--- config.mk ---
export PLATFORM = sky130hd
export DESIGN_NAME = plow_keypad_function_sequencer
export DESIGN_NICKNAME = d
export VERILOG_FILES = /design/src/key_debounce.v /design/src/plow_keypad_function_sequencer.v
export VERILOG_INCLUDE_DIRS = /design/src /design/src/src
export SDC_FILE = /design/constraint.sdc
export NUM_CORES = 1
export LEC_CHECK = 0
export BUFFER_PORTS_ARGS = -buffer_cell sky130_fd_sc_hd__buf_2
export CORE_ASPECT_RATIO = 0.8
export CORE_UTILIZATION = 49
export CTS_BUF_LIST = sky130_fd_sc_hd__clkbuf_8
export CTS_CLUSTER_SIZE = 10
export DETAILED_ROUTE_END_ITERATION = 7
export PLACE_DENSITY = 0.8
export SLEW_MARGIN = 10
export SYNTH_ARGS = -nofsm -noshare
export SYNTH_HDL_FRONTEND = slang
export SYNTH_SLANG_ARGS = --single-unit
--- constraint.sdc ---
create_clock -name clk -period 2.8 [get_ports clk]
set_input_delay 0.42 -clock clk [delete_from_list [all_inputs] [get_ports clk]]
set_output_delay 0.42 -clock clk [all_outputs]
set_load 0.01 [all_outputs]
--- src/plow_regs.vh ---
// constants for the keypad function sequencer: offsets, fields, resets, timing
`ifndef PLOW_REGS_VH
`define PLOW_REGS_VH

// register byte offsets
`define CTRL_OFF         12'h000
`define STATUS_OFF       12'h004
`define KEYS_OFF         12'h008

// control fields and reset value
`define CTRL_LOCK_BIT    0
`define CTRL_COAST_BIT   1
`define CTRL_RST         2'h2

// status fields
`define ST_ON_BIT        0
`define ST_VEE_BIT       1
`define ST_FLOAT_BIT     2
`define ST_COAST_BIT     3
`define ST_PWR_BIT       4
`define ST_FN_LSB        5
`define ST_FN_MSB        11

// key positions in the key vector
`define KEY_ONOFF        0
`define KEY_MODE         1
`define KEY_RAISE        2
`define KEY_LOWER        3
`define KEY_LEFT         4
`define KEY_RIGHT        5
`define NUM_KEYS         6

// timing, in its own unit
`define CLK_KHZ          36'd10000
`define RAISE_TO_MS      36'd2500
`define OTHER_TO_MS      36'd4250
`define FLOAT_HOLD_MS    36'd750
`define QUICK_PRESS_MS   36'd2000
`define COAST_MS         36'd200
`define DEBOUNCE_MS      36'd10
`define IDLE_MIN         36'd20
`define MS_PER_MIN       36'd60000

`endif

--- src/key_debounce.v ---
// two-flop synchroniser and hold-time debouncer for one key
`timescale 1ns/100ps

module key_debounce #(
	parameter [35:0] DEB_CYC = 36'd100000
) (
	// system
	input  wire clk,
	input  wire rst_n,
	// key
	input  wire raw,
	output reg  clean_q
);

	reg        sync1_q;
	reg        sync2_q;
	reg [16:0] cnt_q;

	always @(posedge clk) begin
		if (!rst_n) begin
			sync1_q <= 1'h0;
			sync2_q <= 1'h0;
			cnt_q   <= 17'h0;
			clean_q <= 1'h0;
		end else begin
			sync1_q <= raw;
			sync2_q <= sync1_q;
			// level must stand for the full debounce time before it is accepted
			if (sync2_q == clean_q) begin
				cnt_q <= 17'h0;
			end else if ({19'h0, cnt_q} >= DEB_CYC - 36'h1) begin
				cnt_q   <= 17'h0;
				clean_q <= sync2_q;
			end else begin
				cnt_q <= cnt_q + 17'h1;
			end
		end
	end

endmodule // key_debounce

--- src/plow_keypad_function_sequencer.v ---
// keypad function sequencer: keys to valve commands, mode, float, time-outs, apb registers
`timescale 1ns/100ps
`include "plow_regs.vh"

module plow_keypad_function_sequencer #(
	parameter [35:0] RAISE_CYC = `RAISE_TO_MS * `CLK_KHZ,
	parameter [35:0] OTHER_CYC = `OTHER_TO_MS * `CLK_KHZ,
	parameter [35:0] FLOAT_CYC = `FLOAT_HOLD_MS * `CLK_KHZ,
	parameter [35:0] QUICK_CYC = `QUICK_PRESS_MS * `CLK_KHZ,
	parameter [35:0] COAST_CYC = `COAST_MS * `CLK_KHZ,
	parameter [35:0] DEB_CYC   = `DEBOUNCE_MS * `CLK_KHZ,
	parameter [35:0] IDLE_CYC  = `IDLE_MIN * `MS_PER_MIN * `CLK_KHZ
) (
	// system
	input  wire        clk,
	input  wire        rst_n,
	// keypad, high while pressed
	input  wire        onoff_key,
	input  wire        mode_key,
	input  wire        raise_key,
	input  wire        lower_key,
	input  wire        left_scoop_key,
	input  wire        right_vee_key,
	// vehicle status
	input  wire        ignition_on,
	input  wire        plow_connected,
	// valve driver commands
	output reg         motor_on,
	output reg         raise_valve,
	output reg         lower_valve,
	output reg         float_valve,
	output reg         angle_left_valve,
	output reg         angle_right_valve,
	output reg         scoop_valve,
	output reg         vee_valve,
	// indicator lights
	output reg         power_indicator,
	output reg         mode_indicator,
	output reg         float_indicator,
	// apb slave
	input  wire        psel,
	input  wire        penable,
	input  wire        pwrite,
	input  wire [11:0] paddr,
	input  wire [31:0] pwdata,
	output reg  [31:0] prdata,
	output wire        pready,
	output reg         pslverr
);

	localparam [6:0] F_NONE  = 7'h01;
	localparam [6:0] F_RAISE = 7'h02;
	localparam [6:0] F_LOWER = 7'h04;
	localparam [6:0] F_LEFT  = 7'h08;
	localparam [6:0] F_RIGHT = 7'h10;
	localparam [6:0] F_SCOOP = 7'h20;
	localparam [6:0] F_VEE   = 7'h40;

	wire [5:0]  raw_keys;
	wire [5:0]  key_db;
	reg  [5:0]  key_prev_q;
	wire [5:0]  key_rise;
	wire [5:0]  key_fall;
	wire        powered;
	wire        any_press;
	wire        coasting;

	reg         on_q;
	reg         vee_q;
	reg         float_q;
	reg  [6:0]  fn_q;
	reg  [25:0] fn_cnt_q;
	reg  [24:0] mode_cnt_q;
	reg  [35:0] idle_cnt_q;
	reg  [20:0] coast_cnt_q;
	reg  [6:0]  coast_fn_q;
	reg  [1:0]  ctrl_q;

	reg  [6:0]  fn_d;
	reg  [25:0] fn_cnt_d;
	reg         float_d;
	reg  [20:0] coast_cnt_d;
	reg  [6:0]  coast_fn_d;
	reg         fn_end;
	reg         fn_held;
	reg  [35:0] fn_limit;
	reg  [6:0]  fn_start;
	reg  [6:0]  drive;

	assign raw_keys = {right_vee_key, left_scoop_key, lower_key, raise_key, mode_key, onoff_key};

	genvar gi;
	generate
		for (gi = 0; gi < `NUM_KEYS; gi = gi + 1) begin : g_key
			key_debounce #(
				.DEB_CYC (DEB_CYC)
			) u_deb (
				.clk     (clk),
				.rst_n   (rst_n),
				.raw     (raw_keys[gi]),
				.clean_q (key_db[gi])
			);
		end
	endgenerate

	assign key_rise  = key_db & ~key_prev_q;
	assign key_fall  = ~key_db & key_prev_q;
	assign powered   = on_q & ignition_on & plow_connected;
	assign any_press = |key_rise;
	assign coasting  = coast_cnt_q != 21'h0;

	// which key holds the running function, and its limit
	always @* begin
		fn_held  = 1'h0;
		fn_limit = OTHER_CYC;
		case (fn_q)
			F_RAISE: begin
				fn_held  = key_db[`KEY_RAISE];
				fn_limit = RAISE_CYC;
			end
			F_LOWER: begin
				fn_held = key_db[`KEY_LOWER];
			end
			F_LEFT, F_SCOOP: begin
				fn_held = key_db[`KEY_LEFT];
			end
			F_RIGHT, F_VEE: begin
				fn_held = key_db[`KEY_RIGHT];
			end
			default: begin
				fn_held = 1'h0;
			end
		endcase
	end

	// new function from a fresh press; lock bit blocks the function keys
	always @* begin
		fn_start = F_NONE;
		if (!ctrl_q[`CTRL_LOCK_BIT]) begin
			if (key_rise[`KEY_RAISE]) begin
				fn_start = F_RAISE;
			end else if (key_rise[`KEY_LOWER]) begin
				fn_start = F_LOWER;
			end else if (key_rise[`KEY_LEFT]) begin
				fn_start = vee_q ? F_SCOOP : F_LEFT;
			end else if (key_rise[`KEY_RIGHT]) begin
				fn_start = vee_q ? F_VEE : F_RIGHT;
			end
		end
	end

	// function sequencer
	always @* begin
		fn_d        = fn_q;
		fn_cnt_d    = fn_cnt_q + 26'h1;
		float_d     = float_q;
		coast_cnt_d = coasting ? coast_cnt_q - 21'h1 : 21'h0;
		coast_fn_d  = coasting ? coast_fn_q : F_NONE;
		fn_end      = 1'h0;
		if (!powered) begin
			// emergency stop: no coast, every valve shut
			fn_d        = F_NONE;
			float_d     = 1'h0;
			coast_cnt_d = 21'h0;
			coast_fn_d  = F_NONE;
		end else if (fn_q == F_NONE) begin
			if (fn_start != F_NONE) begin
				// a new press cuts any coast short, keeping one function
				fn_d        = fn_start;
				fn_cnt_d    = 26'h0;
				coast_cnt_d = 21'h0;
				coast_fn_d  = F_NONE;
				if (fn_start == F_RAISE) begin
					float_d = 1'h0;
				end
			end
		end else if (fn_q == F_LOWER) begin
			if (!fn_held) begin
				fn_end = 1'h1;
			end else if ({10'h0, fn_cnt_q} >= FLOAT_CYC - 36'h1) begin
				// float valve takes over; lower itself never times out
				fn_d    = F_NONE;
				float_d = 1'h1;
			end
		end else if (!fn_held || {10'h0, fn_cnt_q} >= fn_limit - 36'h1) begin
			// key stays held after a time-out, but only a fresh edge restarts
			fn_end = 1'h1;
		end
		if (fn_end) begin
			fn_d = F_NONE;
			if (ctrl_q[`CTRL_COAST_BIT]) begin
				coast_cnt_d = COAST_CYC[20:0];
				coast_fn_d  = fn_q;
			end
		end
	end

	// valve drive: running function, else coasting one, else float
	always @* begin
		drive = F_NONE;
		if (fn_q != F_NONE) begin
			drive = fn_q;
		end else if (coasting) begin
			drive = coast_fn_q;
		end
	end

	always @(posedge clk) begin
		if (!rst_n) begin
			key_prev_q  <= 6'h0;
			on_q        <= 1'h0;
			vee_q       <= 1'h0;
			float_q     <= 1'h0;
			fn_q        <= F_NONE;
			fn_cnt_q    <= 26'h0;
			coast_cnt_q <= 21'h0;
			coast_fn_q  <= F_NONE;
			mode_cnt_q  <= 25'h0;
			idle_cnt_q  <= 36'h0;
		end else begin
			key_prev_q  <= key_db;
			fn_q        <= fn_d;
			fn_cnt_q    <= fn_cnt_d;
			float_q     <= float_d;
			coast_cnt_q <= coast_cnt_d;
			coast_fn_q  <= coast_fn_d;
			if (key_rise[`KEY_ONOFF]) begin
				on_q <= ~on_q;
			end else if (on_q && idle_cnt_q >= IDLE_CYC - 36'h1) begin
				on_q <= 1'h0;
			end
			if (!on_q || any_press) begin
				idle_cnt_q <= 36'h0;
			end else begin
				idle_cnt_q <= idle_cnt_q + 36'h1;
			end
			// long holds leave the wing mode as it is, so only quick ones toggle
			if (!key_db[`KEY_MODE]) begin
				mode_cnt_q <= 25'h0;
			end else if ({11'h0, mode_cnt_q} < QUICK_CYC) begin
				mode_cnt_q <= mode_cnt_q + 25'h1;
			end
			if (!on_q) begin
				vee_q <= 1'h0;
			end else if (powered && key_fall[`KEY_MODE] && {11'h0, mode_cnt_q} < QUICK_CYC) begin
				vee_q <= ~vee_q;
			end
		end
	end

	// registered outputs
	always @(posedge clk) begin
		if (!rst_n) begin
			motor_on          <= 1'h0;
			raise_valve       <= 1'h0;
			lower_valve       <= 1'h0;
			float_valve       <= 1'h0;
			angle_left_valve  <= 1'h0;
			angle_right_valve <= 1'h0;
			scoop_valve       <= 1'h0;
			vee_valve         <= 1'h0;
			power_indicator   <= 1'h0;
			mode_indicator    <= 1'h0;
			float_indicator   <= 1'h0;
		end else begin
			// pump runs only for a live powered function; coast has it off
			motor_on          <= (fn_q != F_NONE) && (fn_q != F_LOWER);
			raise_valve       <= drive == F_RAISE;
			lower_valve       <= drive == F_LOWER;
			float_valve       <= float_q && drive == F_NONE;
			angle_left_valve  <= drive == F_LEFT;
			angle_right_valve <= drive == F_RIGHT;
			scoop_valve       <= drive == F_SCOOP;
			vee_valve         <= drive == F_VEE;
			power_indicator   <= powered;
			mode_indicator    <= on_q & vee_q;
			float_indicator   <= float_q;
		end
	end

	// apb slave: zero wait states, read data loaded in the setup cycle
	wire apb_setup;
	wire apb_write;
	reg  [31:0] rd_d;
	reg         err_d;

	assign pready    = 1'h1;
	assign apb_setup = psel & ~penable;
	assign apb_write = psel & penable & pwrite;

	always @* begin
		rd_d  = 32'h0;
		err_d = 1'h0;
		if (paddr == `CTRL_OFF) begin
			rd_d[1:0] = ctrl_q;
		end else if (paddr == `STATUS_OFF) begin
			rd_d[`ST_ON_BIT]              = on_q;
			rd_d[`ST_VEE_BIT]             = vee_q;
			rd_d[`ST_FLOAT_BIT]           = float_q;
			rd_d[`ST_COAST_BIT]           = coasting;
			rd_d[`ST_PWR_BIT]             = powered;
			rd_d[`ST_FN_MSB:`ST_FN_LSB]   = fn_q;
		end else if (paddr == `KEYS_OFF) begin
			rd_d[5:0] = key_db;
		end else begin
			err_d = 1'h1;
		end
	end

	always @(posedge clk) begin
		if (!rst_n) begin
			ctrl_q  <= `CTRL_RST;
			prdata  <= 32'h0;
			pslverr <= 1'h0;
		end else begin
			if (apb_setup) begin
				prdata  <= pwrite ? 32'h0 : rd_d;
				pslverr <= err_d;
			end
			if (apb_write && paddr == `CTRL_OFF) begin
				ctrl_q <= pwdata[1:0];
			end
		end
	end

endmodule // plow_keypad_function_sequencer

==> results of run 1 <==
## layout by cell type, fill, tap and decap left out, types with 5 or more instances in the layout
master     netlist  layout
nor3_1          17      17
a22oi_1         13      13
a31oi_1          8       8
xnor2_1         60      60
ha_1            24      22
buf_2           10      50
a22o_1          10      10
buf_4           21      25
nor2_1         245     242
dfxtp_1        277     276
o211ai_1         6       6
nand2_1        115     115
bufinv_16        0       5
inv_1           36      46
nand4_1         35      35
mux2i_1         18      18
nand3_1         83      82
o21ai_0         33      33
or3_1           31      31
nor3b_1          7       7
o31ai_1          5       5
nand2b_1         6       6
xor2_1         104     104
and2_1          28      28
a21o_1           5       5
clkbuf_8         0      54
and3_1          35      35
nor2b_1         30      29
conb_1           2      21
a31o_2           6       6
nor4_1          21      21
o2111ai_1        5       5
and4_1          13      13
or4_1            7       7
a21oi_1         47      47
## stage by stage
step | power [uW] | TNS (ns) | area [sq um] | hold slack [ns]
floorplan | 4140 | 0 | 12600 | 0.412
global placement | 4160 | 0 | 13200 | 0.415
detailed placement | 4160 | -0.199 | 13200 | 0.424
CTS | 7960 | 0 | 14100 | 0.0231
global route | 8150 | -0.134 | 14200 | 0.0493
finish | 7860 | 0 | 14200 | 0.0657
## worst max-delay path, stage by stage, from the launching register on
cell and delay (ns):
dfxtp_2 0.33, nor3_4 0.23, nand3_4 0.18, inv_4 0.12, ha_1 0.24, a21o_1 0.18
a221oi_2 0.22, o211ai_1 0.18, a2111oi_4 0.37, buf_4 0.19, o31ai_2 0.10, a221o_1 0.28
## routing by layer
layer	wire length (microns)	GRT usage (%)	vias to the layer above
li1	-	-	5124
met1	12200	25.6	4701
met2	11500	30.6	194
met3	1230	4.09	42
met4	402	5.26	0
met5	0	0	-
## Yosys cell counts, types with 3 or more instances
cell type / number / area share [%]
or4_1: 7 / 0.42
o2111ai_1: 5 / 0.35
and3_1: 35 / 1.7
o41ai_1: 4 / 0.28
nand2b_1: 6 / 0.30
o31ai_1: 5 / 0.30
a21o_1: 5 / 0.30
o21ai_0: 33 / 1.3
xor2_1: 104 / 7.3
nand3_1: 83 / 3.3
nand2_1: 115 / 3.4
buf_2: 10 / 0.40
or3_1: 31 / 1.5
a211oi_1: 4 / 0.24
o21a_1: 3 / 0.18
a22o_1: 10 / 0.70
ha_1: 24 / 2.4
nor2b_1: 30 / 1.5
nor3_1: 17 / 0.68
inv_1: 36 / 1.1
mux2i_1: 18 / 1.4
a31o_2: 6 / 0.42
dfxtp_1: 277 / 44
nand4_1: 35 / 1.7
a22oi_1: 13 / 0.78
and4b_1: 3 / 0.24
a21oi_1: 47 / 1.9
xnor2_1: 60 / 4.2
nor3b_1: 7 / 0.42
buf_4: 21 / 1.3
and2_1: 28 / 1.4
and4_1: 13 / 0.91
nor4_1: 21 / 1.0
a31oi_1: 8 / 0.40
or2_2: 3 / 0.15
o211ai_1: 6 / 0.36
nor2_1: 245 / 7.3
clkbuf_1: 28 / 0.84
## sequential cells by signal, summed over array words and instances (netlist names), 2 cells and up
register / cells
prdata: 12
coast_cnt_q: 21
key_prev_q: 6
g_key.u_deb.clean_q: 6
g_key.u_deb.sync2_q: 6
idle_cnt_q: 36
fn_cnt_q: 26
g_key.u_deb.sync1_q: 6
coast_fn_q: 7
fn_q: 7
ctrl_q: 2
g_key.u_deb.cnt_q: 102
mode_cnt_q: 25
## how the worst max path moves through the flow
stage | cells past startpoint | startpoint | slack [ns] | to
after floorplan | 11 | fn_q[2] | 0.01 | coast_cnt_q[18]
after global placement | 9 | fn_q[6] | 0.05 | coast_fn_q[5]
after detailed placement | 9 | fn_q[6] | -0.06 | coast_fn_q[1]
after CTS | 10 | fn_q[6] | 0.05 | coast_cnt_q[3]
after global routing | 12 | fn_q[2] | -0.02 | coast_cnt_q[3]
final | 11 | fn_q[2] | 0.07 | fn_q[0]
## power by group
group / switching (uW) / internal (uW) / leakage [uW] / total, uW
combinational: 70.2 / 39.2 / 0.00254 / 109
clock: 1580 / 2200 / 0.000539 / 3780
sequential: 10.4 / 3960 / 0.00223 / 3970
## repair_timing
action / 4_1_cts / 5_1_grt
endpoints found under the hold margin: 0 / 0
cloned: 0 / 1
setup endpoints to repair: 14 / 26
gates resized for setup: 1 / 13
setup buffers: 0 / 3
pin swaps: 1 / 6
## cell families (layout without fill, tap and decap cells)
| logic type | after synthesis | in the layout | synth area share (%) |
|---|---|---|---|
| flops | 277 | 277 | 44.2 |
| other cells | 2 | 22 | 0.0599 |
| simple gates | 695 | 695 | 27.5 |
| fa+ha+maj | 24 | 24 | 2.39 |
| compound gates | 169 | 169 | 9.23 |
| buf+inv | 96 | 189 | 3.66 |
| xor+xnor | 164 | 164 | 11.5 |
| mux | 19 | 19 | 1.53 |
## cell type report
class                      count  area share (%)
multi-input combinational   1092            47.1
tap                          318            2.80
timing repair buffer          77            3.30
sequential                   277            39.0
antenna                        1          0.0176
clock inverter                22            1.62
inverter                      36           0.968
clock buffer                  54            5.22
==> impl_metrics.yaml, run 1 <==
run_status:
  status: "completed"
cells_and_area:
  nets: 1608
  areaGrowthSynthToFinish_pct: 13.4
  fin_util_pct: 57.5
  regArea_sq_um: 5550
  multiInputGateArea_sq_um: 6700
  drive_gt1_share_pct: 11.3
  fin_cells: 1877
  fill_cells: 2131
clock_network:
  numCtsBuffers: 43
  cts-htree-levels: 2
  cts-root-buf: "clkbuf_8"
  clock-sinks: 277
  cts_hold_buf: 0
  cts_tree: "yes"
  clockBufferDepth: 3
  clock_latency_ns: 0.57
  clk_pin_slew_ns: 0.07
critical_path:
  path_class: "reg -> reg"
  cp_data_required_time_ns: 3.23
  worstSetupEndpointType: "flop"
  timing.rr.end: "fn_q[0]"
  r2r-start: "fn_q[2]"
  setup.worst_path.start_class: "flop"
  regToRegSetupSlack_ns: 0.07
  crit_arrival_ns: 3.16
  worst-path-max-fanout: 6
  r2r_cells: 11
drt:
  post_drt_wl_per_cell_microns: 13.5
  antenna_left: 0
  vias: 10061
  dr.pass1.iters: 5
  via_per_inst: 5.36
  drc: 0
  drt_iter0_markers: 586
  drt_wl_total_mm: 25.4
sta:
  slew_violations: 0
  tightestPinTransition_ns: 1.14
  setup_violations: 0
  hold_violations: 0
  skew_ns: 0.0367
  setup_ws_ns: 0.0667
  layout_worst_path_cycle_share_pct: 97.6
  fmax_mhz: 366
  slew_headroom_pct: 24.1
  fin_crit_ns: 2.73
worst_hold_path:
  hold_depth: 2
  hp-class: "in -> reg"
  worstHoldStart: "mode_key"
  whs_endpoint: "g_key[1].u_deb.sync1_q"
logic_synthesis:
  ys_warn_count: 0
  yosysUniqueCellTypes: 68
  ys_ff_latch: 277
  synth_edf_count: 0
  ys.flop_type: "dfxtp_1"
  ys_seq_area_share_pct: 44.2
  async_reset_ff_share_pct: 0
  synthCells: 1446
  syn_avg_cell_area_sq_um: 8.67
  syn-cell-area_sq_um: 12500
placement:
  hpwlAfterDp_mm: 17.5
  pre_cts_slack_ns: -0.0561
  port_buffers: 50
  place.gp.congestion: 0.902
  dp_cells: 1796
floorplanning:
  io_pins: 102
  fp.dieArea_sq_um: 26200
  fp.dieH_microns: 145
  core_sq_um: 24800
  die_w_microns: 181
  start_util_pct: 50.7
  rows: 51
power:
  peakVddDrop_v: 0.000337
  power_leakage_uw: 0.00532
  powerDensity_nw_per_um2: 552
grt:
  grt_pass1_vias: 9315
  grt_first_pass_wirelength_mm: 42.7
  track_usage_pct: 19.0
  grt_max_degree: 50
  grt-ovfl-total: 0
  antenna_found_initial: 1
flow_run:
  max_cap_viol_count: 0
Power figures use the tool's default switching activity.
==> inputs of run 2 (changes only) <==
- MAX_ROUTING_LAYER: unset -> met4
==> run 2 against run 1 <==
Compared with the run above:
- via count rose by 0.52%
- setup slack better by 0.0041 ns
- design area is the same
- critical path depth stayed put
- largest power group unchanged
- fmax up 0.15%
- total power hardly changed
- clock power about the same
- clock skew rose by 0.00077 ns
- core utilization stayed put
- largest cell class unchanged
- cell count is the same
- highest routed layer unchanged
- critical path type unchanged
- combinational power about the same
==> impl_metrics.yaml, run 2 (synthesis results as in run 1) <==
run_status:
  status: "completed"
critical_path:
  worst-path-max-fanout: 6
  timing.rr.end: "fn_q[0]"
  r2r-start: "fn_q[2]"
  cp_cell_sequence: "nor3_4, nand3_4, inv_4, ha_1, a21o_1, a221oi_2, o211ai_1, a2111oi_4, buf_4, o31ai_2, a221o_1"
  path_depth: 11
  cp_data_required_time_ns: 3.23
  path_delay_family: "compound AO/OA/AOI/OAI gates"
  crit_buf_inv: 2
  critPathLaunch: "fn_q[2]"
  setup.worst_path.start_class: "flop"
  path_class: "reg -> reg"
  worstSetupEndpointType: "flop"
  slowest_stage: "a2111oi_4"
  crit_arrival_ns: 3.16
  cp-endpoint: "fn_q[0]"
  max_stage_delay_ns: 0.37
  r2r_cells: 11
  regToRegSetupSlack_ns: 0.07
floorplanning:
  core_sq_um: 24800
  rows: 51
  fp.dieH_microns: 145
  die_w_microns: 181
  io_pins: 102
  fp.dieArea_sq_um: 26200
  start_util_pct: 50.7
cells_and_area:
  layout_common_cells: "dfxtp_1 (276), nor2_1 (242), nand2_1 (115)"
  top_regs: "g_key.u_deb.cnt_q (102), idle_cnt_q (36), fn_cnt_q (26)"
  regMostFlops: "g_key.u_deb.cnt_q"
  final_common_cell: "dfxtp_1"
  nets: 1608
  areaGrowthSynthToFinish_pct: 13.4
  largest_reg_flops: 102
  design_area_sq_um: 14200
  fin_util_pct: 57.5
  drive_gt1_share_pct: 11.3
placement:
  hpwlAfterDp_mm: 17.5
  place.gp.congestion: 0.917
  place_area_sq_um: 13200
  port_buffers: 50
drt:
  post_drt_wl_per_cell_microns: 13.5
  drt_iter0_markers: 621
  via_per_inst: 5.39
  vias: 10113
  drc: 0
  dr.pass1.iters: 5
  drt_wl_total_mm: 25.4
  antenna_left: 0
grt:
  track_usage_pct: 19.6
  grt_pass1_vias: 9305
  grt_first_pass_wirelength_mm: 42.7
  antenna_found_initial: 1
  grt_max_degree: 50
  grt-ovfl-total: 0
power:
  peakVddDrop_v: 0.000337
  power_leakage_uw: 0.00532
  powerDensity_nw_per_um2: 552
clock_network:
  cts_tree: "yes"
  cts-root-buf: "clkbuf_8"
  numCtsBuffers: 43
  clk_pin_slew_ns: 0.07
  clock_latency_ns: 0.57
  cts_hold_buf: 0
  cts-htree-levels: 2
  clock-sinks: 277
  clockBufferDepth: 3
sta:
  tightestPinTransition_ns: 1.18
  fmax_mhz: 366
  slew_headroom_pct: 21.4
  fin_crit_ns: 2.73
  hold_violations: 0
  slew_violations: 0
  skew_ns: 0.0375
  layout_worst_path_cycle_share_pct: 97.5
  setup_violations: 0
worst_hold_path:
  hp-class: "in -> reg"
flow_run:
  max_cap_viol_count: 0
-- run 2: cell counts in the layout (fill, tap and decap cells not counted) --
Identical to the previous run, type by type.
-- run 2: layout make-up --
class / count / area [sq um]
Timing Repair Buffer: 77 / 469
Tap cell: 318 / 398
Sequential cell: 277 / 5550
Fill cell: 2131 / 10500
Multi-Input combinational cell: 1092 / 6700
Clock inverter: 22 / 230
Clock buffer: 54 / 743
Inverter: 36 / 138
Antenna cell: 1 / 2.50
-- run 2: worst min-delay path by stage --
stage	to	depth (start not counted)	slack [ns]	from
floorplan	g_key[0].u_deb.sync2_q	1	0.41	g_key[0].u_deb.sync1_q
global placement	g_key[4].u_deb.sync2_q	1	0.41	g_key[4].u_deb.sync1_q
detailed placement	g_key[0].u_deb.sync2_q	1	0.42	g_key[0].u_deb.sync1_q
CTS	g_key[1].u_deb.sync1_q	2	0.02	mode_key
global route	g_key[1].u_deb.sync1_q	2	0.05	mode_key
finish	g_key[1].u_deb.sync1_q	2	0.06	mode_key
-- run 2: power breakdown --
group	leakage [uW]	total (uW)	internal [uW]	switching, uW
Combinational	0.00254	109	39.2	69.9
Sequential	0.00223	3970	3960	10.4
Clock	0.000539	3780	2200	1570
Total	0.00532	7850	6200	1650
-- run 2: timing repair --
item,4_1_cts,5_1_grt
resized for setup,1,13
pin swaps,1,6
setup endpoints to repair,14,26
setup buffers,0,3
cloned,0,1
-- run 2: per-stage QoR --
stage	setup slack, ns	instances	power (uW)	hold WS (ns)	TNS [ns]
2_1_floorplan	0.0132	1465	4140	0.412	0
3_3_place_gp	0.0540	1796	4160	0.415	0
3_5_place_dp	-0.0561	1796	4160	0.424	-0.199
4_1_cts	0.0474	1872	7960	0.0231	0
5_1_grt	-0.0242	1877	8150	0.0512	-0.134
6_report	0.0708	1877	7850	0.0647	0
-- run 2: worst reg2reg max path, cell delays in order (launching register included) --
cell,delay [ns]
dfxtp_2,0.33
nor3_4,0.23
nand3_4,0.17
inv_4,0.12
ha_1,0.24
a21o_1,0.18
a221oi_2,0.22
o211ai_1,0.18
a2111oi_4,0.37
buf_4,0.19
o31ai_2,0.10
a221o_1,0.28
-- run 2: metal layers --
metal	vias to the layer above	global-route usage (%)	part of all wire, %
li1	5129	-	-
met1	4730	25.8	48
met2	211	30.5	45
met3	43	4.07	5.2
met4	0	5.26	1.6
met5	-	-	0
